--- config.mk ---
export PLATFORM = sky130hd
export DESIGN_NAME = muc_ctrl
export DESIGN_NICKNAME = d
export VERILOG_FILES = /design/src/shared/muc_pkg.sv /design/src/core/muc_ctrl.sv
export VERILOG_INCLUDE_DIRS = /design/src /design/src/shared
export SDC_FILE = /design/constraint.sdc
export NUM_CORES = 1
export LEC_CHECK = 0
export ABC_AREA = 1
export BUFFER_PORTS_ARGS = -buffer_cell sky130_fd_sc_hd__buf_2
export CAP_MARGIN = 0
export CORE_AREA = 2 2 262 264
export CTS_CLUSTER_SIZE = 12
export DETAILED_ROUTE_END_ITERATION = 7
export DIE_AREA = 0 0 264 266
export GPL_TIMING_DRIVEN = 1
export SETUP_SLACK_MARGIN = 0.02
export SLEW_MARGIN = 20
export SYNTH_ARGS = -nofsm -noshare
export SYNTH_HDL_FRONTEND = slang
export SYNTH_SLANG_ARGS = --single-unit
--- constraint.sdc ---
create_clock -name clk_in -period 9.9 [get_ports clk_in]
set_clock_uncertainty 0.2 [all_clocks]
set_input_delay 2.97 -clock clk_in [delete_from_list [all_inputs] [get_ports clk_in]]
set_output_delay 2.97 -clock clk_in [all_outputs]
set_load 0.01 [all_outputs]
--- src/shared/muc_params.svh ---
`ifndef MUC_PARAMS_SVH
`define MUC_PARAMS_SVH
// Address of the control register in alternate space
`define MUC_SPACE        8'h45
`define MUC_OFFSET       64'h0000_0000_0000_0000
// Field positions
`define MUC_SPEC_BIT     41
`define MUC_MASK_HI      32
`define MUC_MASK_LO      25
`define MUC_PRD_BIT      24
`define MUC_PWR_BIT      23
`define MUC_VRD_BIT      22
`define MUC_VWR_BIT      21
`define MUC_DXL_BIT      3
`define MUC_IXL_BIT      2
// Bits that hold state; all others read zero
`define MUC_WR_MASK      64'h0000_0201_ffe0_000c
`define MUC_LEGACY_MASK  64'h0003_fc00_0000_0000
`define MUC_CACHE_MASK   64'h0000_0000_0000_0003
`define MUC_RSVD_MASK    64'hfffc_01fe_001f_fff0
`define MUC_RESET        64'h0000_0000_0000_0000
// Instruction bytes allowed past a control transfer
`define MUC_FETCH_LIMIT  1024
// Physical compare ignores address bits above this one
`define MUC_PA_TOP       40
`endif

--- src/shared/muc_pkg.sv ---
`default_nettype none
package muc_pkg;
  // Alternate-space register access
  typedef struct packed {
    logic        valid;
    logic        write;
    logic [7:0]  space;
    logic [63:0] va;
    logic [63:0] wdata;
  } muc_acc_t;
  // One data access presented for translation and watch compare
  typedef struct packed {
    logic        valid;
    logic        read;
    logic        write;
    logic [7:0]  bytes;
    logic [63:0] va;
    logic [63:0] xlate_pa;
  } muc_dacc_t;
endpackage : muc_pkg
`default_nettype wire

--- src/core/muc_ctrl.sv ---
`timescale 1ns/100ps
`default_nettype none
`include "muc_params.svh"

module muc_ctrl #(
  parameter int PEND_W = 4,
  parameter int CNT_W  = 11
) (
  input  wire logic             clk_in,
  input  wire logic             rst_in,
  input  wire muc_pkg::muc_acc_t  acc_in,
  output logic                  acc_ack_out,
  output logic                  acc_hit_out,
  output logic [63:0]           acc_rdata_out,
  input  wire logic             branch_issue_in,
  input  wire logic             branch_resolve_in,
  input  wire logic             cti_fetch_in,
  input  wire logic             fetch_valid_in,
  input  wire logic [5:0]       fetch_bytes_in,
  input  wire logic [63:0]      watch_addr_in,
  input  wire muc_pkg::muc_dacc_t dacc_in,
  input  wire logic             ifa_valid_in,
  input  wire logic [63:0]      ifa_va_in,
  input  wire logic [63:0]      ifa_xlate_pa_in,
  output logic                  bp_disable_out,
  output logic                  mem_hold_out,
  output logic                  hw_prefetch_off_out,
  output logic                  prefetch_squash_out,
  output logic                  fetch_stop_out,
  output logic                  phys_watch_exception_out,
  output logic                  virt_watch_exception_out,
  output logic [63:0]           data_pa_out,
  output logic [63:0]           instr_pa_out
);
  import muc_pkg::*;

  // =========================================================
  // Register access
  // =========================================================
  logic [63:0]       ctrl_reg, ctrl_next;
  logic              ack_reg, ack_next;
  logic              hit_reg, hit_next;
  logic [63:0]       rdata_reg, rdata_next;
  logic              acc_hit;
  logic              wr_hit;

  assign acc_hit = acc_in.valid && acc_in.space == `MUC_SPACE
                   && acc_in.va == `MUC_OFFSET;
  assign wr_hit  = acc_hit && acc_in.write;

  // Only implemented bits are ever stored, so dead bits read 0
  always_comb begin
    ctrl_next  = ctrl_reg;
    ack_next   = acc_in.valid;
    hit_next   = acc_hit;
    rdata_next = 64'h0;
    if (wr_hit) begin
      ctrl_next = acc_in.wdata & `MUC_WR_MASK;
    end
    if (acc_hit && !acc_in.write) begin
      rdata_next = ctrl_reg & `MUC_WR_MASK;
    end
  end

  always_ff @(posedge clk_in or posedge rst_in) begin
    if (rst_in) begin
      ctrl_reg  <= `MUC_RESET;
      ack_reg   <= 1'b0;
      hit_reg   <= 1'b0;
      rdata_reg <= 64'h0;
    end else begin
      ctrl_reg  <= ctrl_next;
      ack_reg   <= ack_next;
      hit_reg   <= hit_next;
      rdata_reg <= rdata_next;
    end
  end

  assign acc_ack_out   = ack_reg;
  assign acc_hit_out   = hit_reg;
  assign acc_rdata_out = rdata_reg;

  // =========================================================
  // Speculation limit
  // =========================================================
  logic              spec_next;
  logic [PEND_W-1:0] pend_reg, pend_next;
  logic [CNT_W:0]    fcnt_reg, fcnt_next;
  logic              bpd_reg, hold_reg, pfo_reg, stop_reg;
  logic              bpd_next, hold_next, pfo_next, stop_next;

  assign spec_next = ctrl_next[`MUC_SPEC_BIT];

  // Outputs follow the next register value so a write acts on
  // the very edge that takes it, with no extra cycle of lag
  always_comb begin
    // Branch count saturates at 15 instead of wrapping, so a burst of up
    // to 15 unresolved branches can never drop the hold early
    pend_next = pend_reg;
    if (branch_issue_in && !branch_resolve_in && pend_reg != '1) begin
      pend_next = pend_reg + PEND_W'(1);
    end else if (!branch_issue_in && branch_resolve_in
                 && pend_reg != '0) begin
      pend_next = pend_reg - PEND_W'(1);
    end
    // Count restarts at each transfer and stops adding once it reaches the cap
    fcnt_next = fcnt_reg;
    if (cti_fetch_in) begin
      fcnt_next = '0;
    end else if (fetch_valid_in
                 && fcnt_reg < (CNT_W+1)'(`MUC_FETCH_LIMIT)) begin
      fcnt_next = fcnt_reg + (CNT_W+1)'(fetch_bytes_in);
    end
    bpd_next  = spec_next;
    hold_next = spec_next && pend_next != '0;
    pfo_next  = spec_next;
    stop_next = spec_next
                && fcnt_next >= (CNT_W+1)'(`MUC_FETCH_LIMIT);
  end

  always_ff @(posedge clk_in or posedge rst_in) begin
    if (rst_in) begin
      pend_reg <= '0;
      fcnt_reg <= '0;
      bpd_reg  <= 1'b0;
      hold_reg <= 1'b0;
      pfo_reg  <= 1'b0;
      stop_reg <= 1'b0;
    end else begin
      pend_reg <= pend_next;
      fcnt_reg <= fcnt_next;
      bpd_reg  <= bpd_next;
      hold_reg <= hold_next;
      pfo_reg  <= pfo_next;
      stop_reg <= stop_next;
    end
  end

  assign bp_disable_out      = bpd_reg;
  assign mem_hold_out        = hold_reg;
  assign hw_prefetch_off_out = pfo_reg;
  assign prefetch_squash_out = pfo_reg;
  assign fetch_stop_out      = stop_reg;

  // =========================================================
  // Watchpoints and translation bypass
  // =========================================================
  logic [7:0]  wmask;
  logic        vmatch, pmatch;
  logic        pexc_reg, pexc_next, vexc_reg, vexc_next;
  logic [63:0] dpa_reg, dpa_next, ipa_reg, ipa_next;

  assign wmask = ctrl_reg[`MUC_MASK_HI:`MUC_MASK_LO];

  // One mask serves both readings of the single watch address;
  // the physical compare drops high address bits
  always_comb begin
    vmatch = dacc_in.va[63:3] == watch_addr_in[63:3]
             && (dacc_in.bytes & wmask) != 8'h00;
    pmatch = dacc_in.xlate_pa[`MUC_PA_TOP:3]
             == watch_addr_in[`MUC_PA_TOP:3]
             && (dacc_in.bytes & wmask) != 8'h00;
    vexc_next = dacc_in.valid && vmatch
                && ((dacc_in.read && ctrl_reg[`MUC_VRD_BIT])
                || (dacc_in.write && ctrl_reg[`MUC_VWR_BIT]));
    // Virtual wins when both would fire
    pexc_next = dacc_in.valid && pmatch && !vexc_next
                && ((dacc_in.read && ctrl_reg[`MUC_PRD_BIT])
                || (dacc_in.write && ctrl_reg[`MUC_PWR_BIT]));
    dpa_next = dpa_reg;
    if (dacc_in.valid) begin
      dpa_next = ctrl_reg[`MUC_DXL_BIT] ? dacc_in.xlate_pa
                                        : dacc_in.va;
    end
    ipa_next = ipa_reg;
    if (ifa_valid_in) begin
      ipa_next = ctrl_reg[`MUC_IXL_BIT] ? ifa_xlate_pa_in
                                        : ifa_va_in;
    end
  end

  always_ff @(posedge clk_in or posedge rst_in) begin
    if (rst_in) begin
      pexc_reg <= 1'b0;
      vexc_reg <= 1'b0;
      dpa_reg  <= 64'h0;
      ipa_reg  <= 64'h0;
    end else begin
      pexc_reg <= pexc_next;
      vexc_reg <= vexc_next;
      dpa_reg  <= dpa_next;
      ipa_reg  <= ipa_next;
    end
  end

  assign phys_watch_exception_out = pexc_reg;
  assign virt_watch_exception_out = vexc_reg;
  assign data_pa_out              = dpa_reg;
  assign instr_pa_out             = ipa_reg;
endmodule : muc_ctrl

`default_nettype wire

==> summary.md, run 1 <==
| Metric | Value |
|---|---|
| Setup slack, reg-to-reg | `7680 ps` |
| WL/cell | `16.3 um` |
| CP Class | `in -> reg` |
| DR DRC count | `0` |
| Final GP Congestion | `0.883` |
| Clk Latency, worst-skew pair | `480 ps` |
| Critical Path Sink Type | `flop` |
| Post-Route Setup TNS | `0 ps` |
| Synthesis warning total | `0` |
| Number of global-route vias before repair | `10951` |
| Multi-input gate area | `5040 sq um` |
| DR pass1 iterations | `7` |
| Synth unique cells | `35` |
| Initial antenna violation count | `16` |
| Area leader, netlist | `dfrtp_1` |
| Outcome | `finished clean` |
| Worst slew margin | `37.9%` |
| Die height | `266 um` |
| DRT Wirelength | `48100 um` |
| Initial Utilization | `15.6%` |
| Setup crit start kind | `primary input` |
| Clk root buf | `clkbuf_16` |
| CP required | `10100 ps` |
| CTS H-tree depth | `4` |
| Layout area overhead | `40.3%` |
| Compound-Gate Fraction of Synth Area | `14.5%` |
| Vias post-DR | `11786` |
| Hold Path Class | `reg -> reg` |
| Setup repair after global routing missed its margin | `false` |
| #FFs+latches synth | `180` |
| Simple-gate share of the synthesized area | `28.0%` |
| Core box area | `67700 sq um` |
| Post_cts resized | `0` |
| Port Buf Inserts | `581` |
| Sequential area share after synthesis | `42.7%` |
| Post-layout min period | `4490 ps` |
| Setup bufs post-CTS | `0` |
| Die Span X | `264 um` |
| Overall Global Routing Usage | `13.2%` |
| Final ANT Viol Nets | `0` |
| Post-route design area | `14800 sq um` |
| Achievable Freq | `223 MHz` |
| Slew Viols, Final | `0` |
| PD cells | `134 nW/um^2` |
| R2r startpoint | `ctrl_reg[2]$_DFFE_PP0P_` |
| Cells after synthesis | `1510` |
| CTS tree | `done` |
| Post-synth ARST share | `100%` |
| Post-synth EDFFs | `0` |
| Multiplexer share of the synthesized area | `0%` |
| Post-Syn Area | `10600 sq um` |
| Crit-path max FO | `24` |
| Critical Path End | `fetch_stop_out$_DFF_PP0_` |
| Main combinational cell family by area after synthesis | `simple AND/OR/NAND/NOR gates` |
| Top cells by area, synth | `dfrtp_1 43%, nand2_1 14%, nor2_1 11%` |
| Ys flop type | `dfrtp_1` |
| Worst EP arrival | `4680 ps` |
| Nets | `2548` |
| Largest net degree at the start of global routing | `87` |
| CTS sink cnt | `180` |
| Total grt overflow | `0` |
| Area after DPL | `14200 sq um` |
| Clock Pin Slew Worst Setup and Hold Paths | `80 ps` |
| Global-route wire length before repair | `68300 um` |
| Yosys top cell area share | `42.7%` |
| Lkg Pwr | `0.00777 uW` |
| VDD IR-drop max | `0.0945 mV` |
| RR Endpoint | `instr_pa_out[12]$_DFFE_PP0P_` |
| CP startpoint | `acc_in[88]` |
| Hold WS | `280 ps` |
| Vias per cell | `3.99` |
| Maximum root-to-sink buffer count | `2` |
| Final setup vio count | `0` |
| Syn Area/Cell | `6.99 sq um` |
| Hold_sp | `data_pa_out[54]$_DFFE_PP0P_` |
| Initial DRC count | `900` |
| R2R depth | `5` |
| Post-Synth Adder-Cell Area | `1.14%` |
| Register area | `4510 sq um` |
| Max_cap viols | `0` |
| Worst-margin pin slew | `931 ps` |
| Share of layout cells above drive strength 1 | `31.2%` |
| Std-Cell Rows | `96` |
| Period utilisation layout | `45.3%` |
| Post-synthesis xor/xnor area fraction | `2.41%` |
| Filler cells | `7651` |
| Endpoints failing hold | `0` |
| Io pins | `683` |
| Full die area | `70200 sq um` |
| Hold_buf cts | `0` |
| Dpl hpwl | `38700 um` |
| TritonCTS Buffers | `17` |
synth_stat cells (4+ instances only):
| library cell | count |
|---|---|
| o22ai_1 | 14 |
| buf_4 | 51 |
| buf_1 | 5 |
| xnor2_1 | 19 |
| nor4_1 | 4 |
| nor3_1 | 4 |
| a21oi_2 | 10 |
| dfrtp_1 | 180 |
| clkbuf_1 | 46 |
| a21oi_1 | 15 |
| ha_1 | 8 |
| nor2_1 | 299 |
| buf_2 | 8 |
| nand2_1 | 405 |
| nand4_1 | 17 |
| o21ai_0 | 160 |
| inv_1 | 147 |
| a31oi_1 | 64 |
| o21ai_1 | 7 |
| xor2_1 | 10 |
| nand3_1 | 18 |
metal layers:
metal | share of wire [%] | wire length (um) | global-route usage (%) | vias up
met5 | 0.21 | 99 | 0 | -
met4 | 2.7 | 1290 | 5.08 | 14
met3 | 7.8 | 3770 | 3.59 | 66
met2 | 44 | 21300 | 20.5 | 568
met1 | 45 | 21600 | 17.3 | 5342
li1 | - | - | - | 5796
kinds of logic (layout without fill, tap and decap cells):
group / Yosys count / count (layout)
AOI/OAI and AO/OA: 275 / 275
adders and majority gates: 9 / 9
other: 1 / 53
buffers and inverters: 259 / 771
and+or+nand+nor: 757 / 757
xor gates and xnor gates: 29 / 29
DFF: 180 / 180
worst min path at each step:
stage	end	slack, ps	depth (start not counted)
2_1_floorplan	acc_rdata_out[21]$_DFF_PP0_	280	2
3_3_place_gp	data_pa_out[3]$_DFFE_PP0P_	260	2
3_5_place_dp	data_pa_out[10]$_DFFE_PP0P_	270	2
4_1_cts	data_pa_out[10]$_DFFE_PP0P_	290	2
5_1_grt	data_pa_out[9]$_DFFE_PP0P_	300	2
6_report	data_pa_out[54]$_DFFE_PP0P_	280	2
placed cells by master (no fill, tap or decap), types with 4 or more instances in the layout:
cell type    n
xor2_1      10
inv_1      143
nand2_1    405
a21oi_2     10
o22ai_1     14
conb_1      49
xnor2_1     19
nor3_1       4
o21ai_0    160
a21oi_1     15
nand4_1     17
buf_4       12
nor2_1     299
nand3_1     18
inv_8        6
clkbuf_16   17
buf_2      580
ha_1         8
dfrtp_1    178
a31oi_1     64
diode_2      4
o21ai_1      7
nor4_1       4
worst max-delay path, cell delays in order:
cell	delay, ps
buf_2	100
nor2_1	110
nand2_1	140
nor2_1	120
nand2_1	80
nor2_1	200
nand4_2	300
buf_4	350
nand2_1	100
nand2_1	90
nor2_1	110
metrics by stage:
| step | cells | util, % | worst slack (ps) | power [uW] |
|---|---|---|---|---|
| after floorplan | 1558 | - | 1840 | 1070 |
| after global placement | 2920 | 21.0 | 4860 | 1280 |
| after detailed placement | 2920 | 21.0 | 4870 | 1290 |
| after CTS | 2952 | 21.8 | 5400 | 2020 |
| after global routing | 2956 | 21.8 | 5280 | 2110 |
| final | 2956 | 21.8 | 5410 | 1990 |
power breakdown:
group          total [uW]  switching [uW]  leakage, uW  internal [uW]
logic                 443             266      0.00538            178
registers             830            35.8      0.00212            794
clock network         715             376     0.000279            339
cell type report:
| cell class | instances | share of cell area (%) |
|---|---|---|
| clock inverter | 15 | 1.10 |
| inverter | 147 | 3.78 |
| timing repair buffer | 592 | 20.2 |
| multi-input combinational | 1119 | 34.1 |
| sequential | 180 | 30.5 |
| tap | 882 | 7.46 |
| clock buffer | 17 | 2.87 |
| antenna | 4 | 0.0676 |
(Power assumes the default switching activity.)
==> run 2, diff against run 1 <==
Clock period 9.9 ns to 4.2 ns, I/O delays scaled along.
==> summary.md, run 2 (synthesis results as in run 1) <==
| Metric | Value |
|---|---|
| CTS sink cnt | `180 (unchanged)` |
| DR DRC count | `0 (unchanged)` |
| Layout area overhead | `41.7%` |
| R2r startpoint | `ctrl_reg[3]$_DFFE_PP0P_` |
| Filler cells | `7658 (+0.091%)` |
| CTS tree | `done` |
| Non-Filler Instances | `2960 (+0.14%)` |
| Die Span X | `264 um (unchanged)` |
| Hold_sp | `data_pa_out[20]$_DFFE_PP0P_` |
| Port Buf Inserts | `581 (unchanged)` |
| Total grt overflow | `0 (unchanged)` |
| DR pass1 iterations | `5 (-2)` |
| Post-layout min period | `2720 ps` |
| Worst EP arrival | `2940 ps (-1740 ps)` |
| Vias post-DR | `11794 (+0.068%)` |
| Post-Route Setup TNS | `0 ps (unchanged)` |
| Hold path depth | `2 (unchanged)` |
| Overall Global Routing Usage | `13.5% (+0.32 points)` |
| Clk Latency, worst-skew pair | `490 ps (about the same)` |
| Post_cts resized | `0 (unchanged)` |
| Io pins | `683 (unchanged)` |
| Setup crit start kind | `primary input` |
| Final ANT Viol Nets | `0 (unchanged)` |
| Setup bufs post-CTS | `0 (unchanged)` |
| Util after Layout | `22.1% (+0.22 points)` |
| Nets | `2552 (+0.16%)` |
| WHS Endpoint | `data_pa_out[20]$_DFFE_PP0P_` |
| CP Class | `in -> reg` |
| Max_cap viols | `0 (unchanged)` |
| Share of layout cells above drive strength 1 | `31.3% (+0.13 points)` |
| Global-route wire length before repair | `69400 um (+1.6%)` |
| Endpoints failing hold | `0 (unchanged)` |
| Maximum root-to-sink buffer count | `2 (unchanged)` |
| TritonCTS Buffers | `17 (unchanged)` |
| RR Endpoint | `data_pa_out[44]$_DFFE_PP0P_` |
| Number of global-route vias before repair | `11032 (+0.74%)` |
| Placed cells | `2924 (+0.14%)` |
| Worst-margin pin slew | `975 ps (+43.2 ps)` |
| CTS H-tree depth | `4 (unchanged)` |
| Setup repair after global routing missed its margin | `false` |
| Largest net degree at the start of global routing | `94 (+8.0%)` |
| Most common cell after layout, fill and taps aside | `buf_2` |
| Clock Pin Slew Worst Setup and Hold Paths | `90 ps (about the same)` |
| Hold Path Class | `reg -> reg` |
| Hold_buf cts | `0 (unchanged)` |
| Full die area | `70200 sq um (unchanged)` |
| Post-route design area | `14900 sq um (+1.0%)` |
| WL/cell | `16.5 um (+1.5%)` |
| R2R depth | `3 (-2)` |
| Clk root buf | `clkbuf_16` |
| Slew Viols, Final | `0 (unchanged)` |
| Outcome | `finished clean` |
| Initial DRC count | `863 (-4.1%)` |
| VDD IR-drop max | `0.263 mV (+180%)` |
| Commonest non-fill, non-tap cells in the layout | `580 x buf_2, 405 x nand2_1, 299 x nor2_1, 178 x dfrtp_1, 160 x o21ai_0` |
| Period utilisation layout | `64.8%` |
| Std-Cell Rows | `96 (unchanged)` |
| CP required | `4420 ps (-5680 ps)` |
| Die height | `266 um (unchanged)` |
| Worst slew margin | `34.3% (-3.6 points)` |
| Area after DPL | `14300 sq um (+0.71%)` |
| Total power | `4790 uW (+140%)` |
| Setup slack, reg-to-reg | `2090 ps (-5590 ps)` |
| Initial Utilization | `15.6% (unchanged)` |
| Critical Path Sink Type | `flop` |
| Initial antenna violation count | `12 (-4)` |
| DRT Wirelength | `48900 um (+1.7%)` |
| Lkg Pwr | `0.00784 uW (+0.88%)` |
| Final GP Congestion | `0.921 (+4.3%)` |
| Crit-path max FO | `6 (-75%)` |
| Core box area | `67700 sq um (unchanged)` |
| Vias per cell | `3.98 (about the same)` |
| Dpl hpwl | `39700 um (+2.6%)` |
| Final setup vio count | `0 (unchanged)` |
| PD cells | `321 nW/um^2 (+140%)` |
| Achievable Freq | `367 MHz` |
==> run 2: worst max path at each step <==
stage                           from                           to  slack [ps]
after floorplan               rst_in        acc_ack_out$_DFF_PP0_         430
after global placement    acc_in[89]  acc_rdata_out[23]$_DFF_PP0_         920
after detailed placement  acc_in[89]  acc_rdata_out[22]$_DFF_PP0_         870
after CTS                 acc_in[89]  acc_rdata_out[22]$_DFF_PP0_        1430
after global routing      acc_in[89]  acc_rdata_out[22]$_DFF_PP0_        1320
final                     acc_in[89]  acc_rdata_out[22]$_DFF_PP0_        1480
==> run 2: stage by stage <==
| stage | hold WS [ps] | worst slack [ps] |
|---|---|---|
| 2_1_floorplan | 279 | 431 |
| 3_3_place_gp | 261 | 923 |
| 3_5_place_dp | 269 | 867 |
| 4_1_cts | 290 | 1430 |
| 5_1_grt | 306 | 1320 |
| 6_report | 284 | 1480 |
==> run 2: cell type report <==
class / count / area, sq um / area share (%)
Tap cell: 882 / 1100 / 7.38
Inverter: 147 / 556 / 3.72
Sequential cell: 180 / 4510 / 30.1
Timing Repair Buffer: 596 / 3100 / 20.7
Clock inverter: 15 / 209 / 1.40
Multi-Input combinational cell: 1119 / 5040 / 33.7
Antenna cell: 4 / 10.0 / 0.0670
Clock buffer: 17 / 425 / 2.85
==> run 2: metal layers <==
metal | GRT usage (%) | wire, um | vias to the layer above
li1 | - | - | 5811
met3 | 3.75 | 4020 | 70
met2 | 21.1 | 21800 | 556
met5 | 0 | 113 | -
met1 | 17.6 | 21600 | 5341
met4 | 5.14 | 1380 | 16
==> run 2: worst max-delay path: stages <==
cell and delay, ps:
buf_2 130, nor2_1 90, nand4_1 220, nor2_1 150, nand3_1 150, nor2_1 120, nand3b_1 380, buf_4 330
nor2_1 100
==> run 2: report_power, final <==
| part | switching [uW] | leakage, uW | internal (uW) | total (uW) |
|---|---|---|---|---|
| Combinational | 629 | 0.00542 | 423 | 1050 |
| Sequential | 88.4 | 0.00212 | 1870 | 1960 |
| Clock | 948 | 0.000305 | 833 | 1780 |
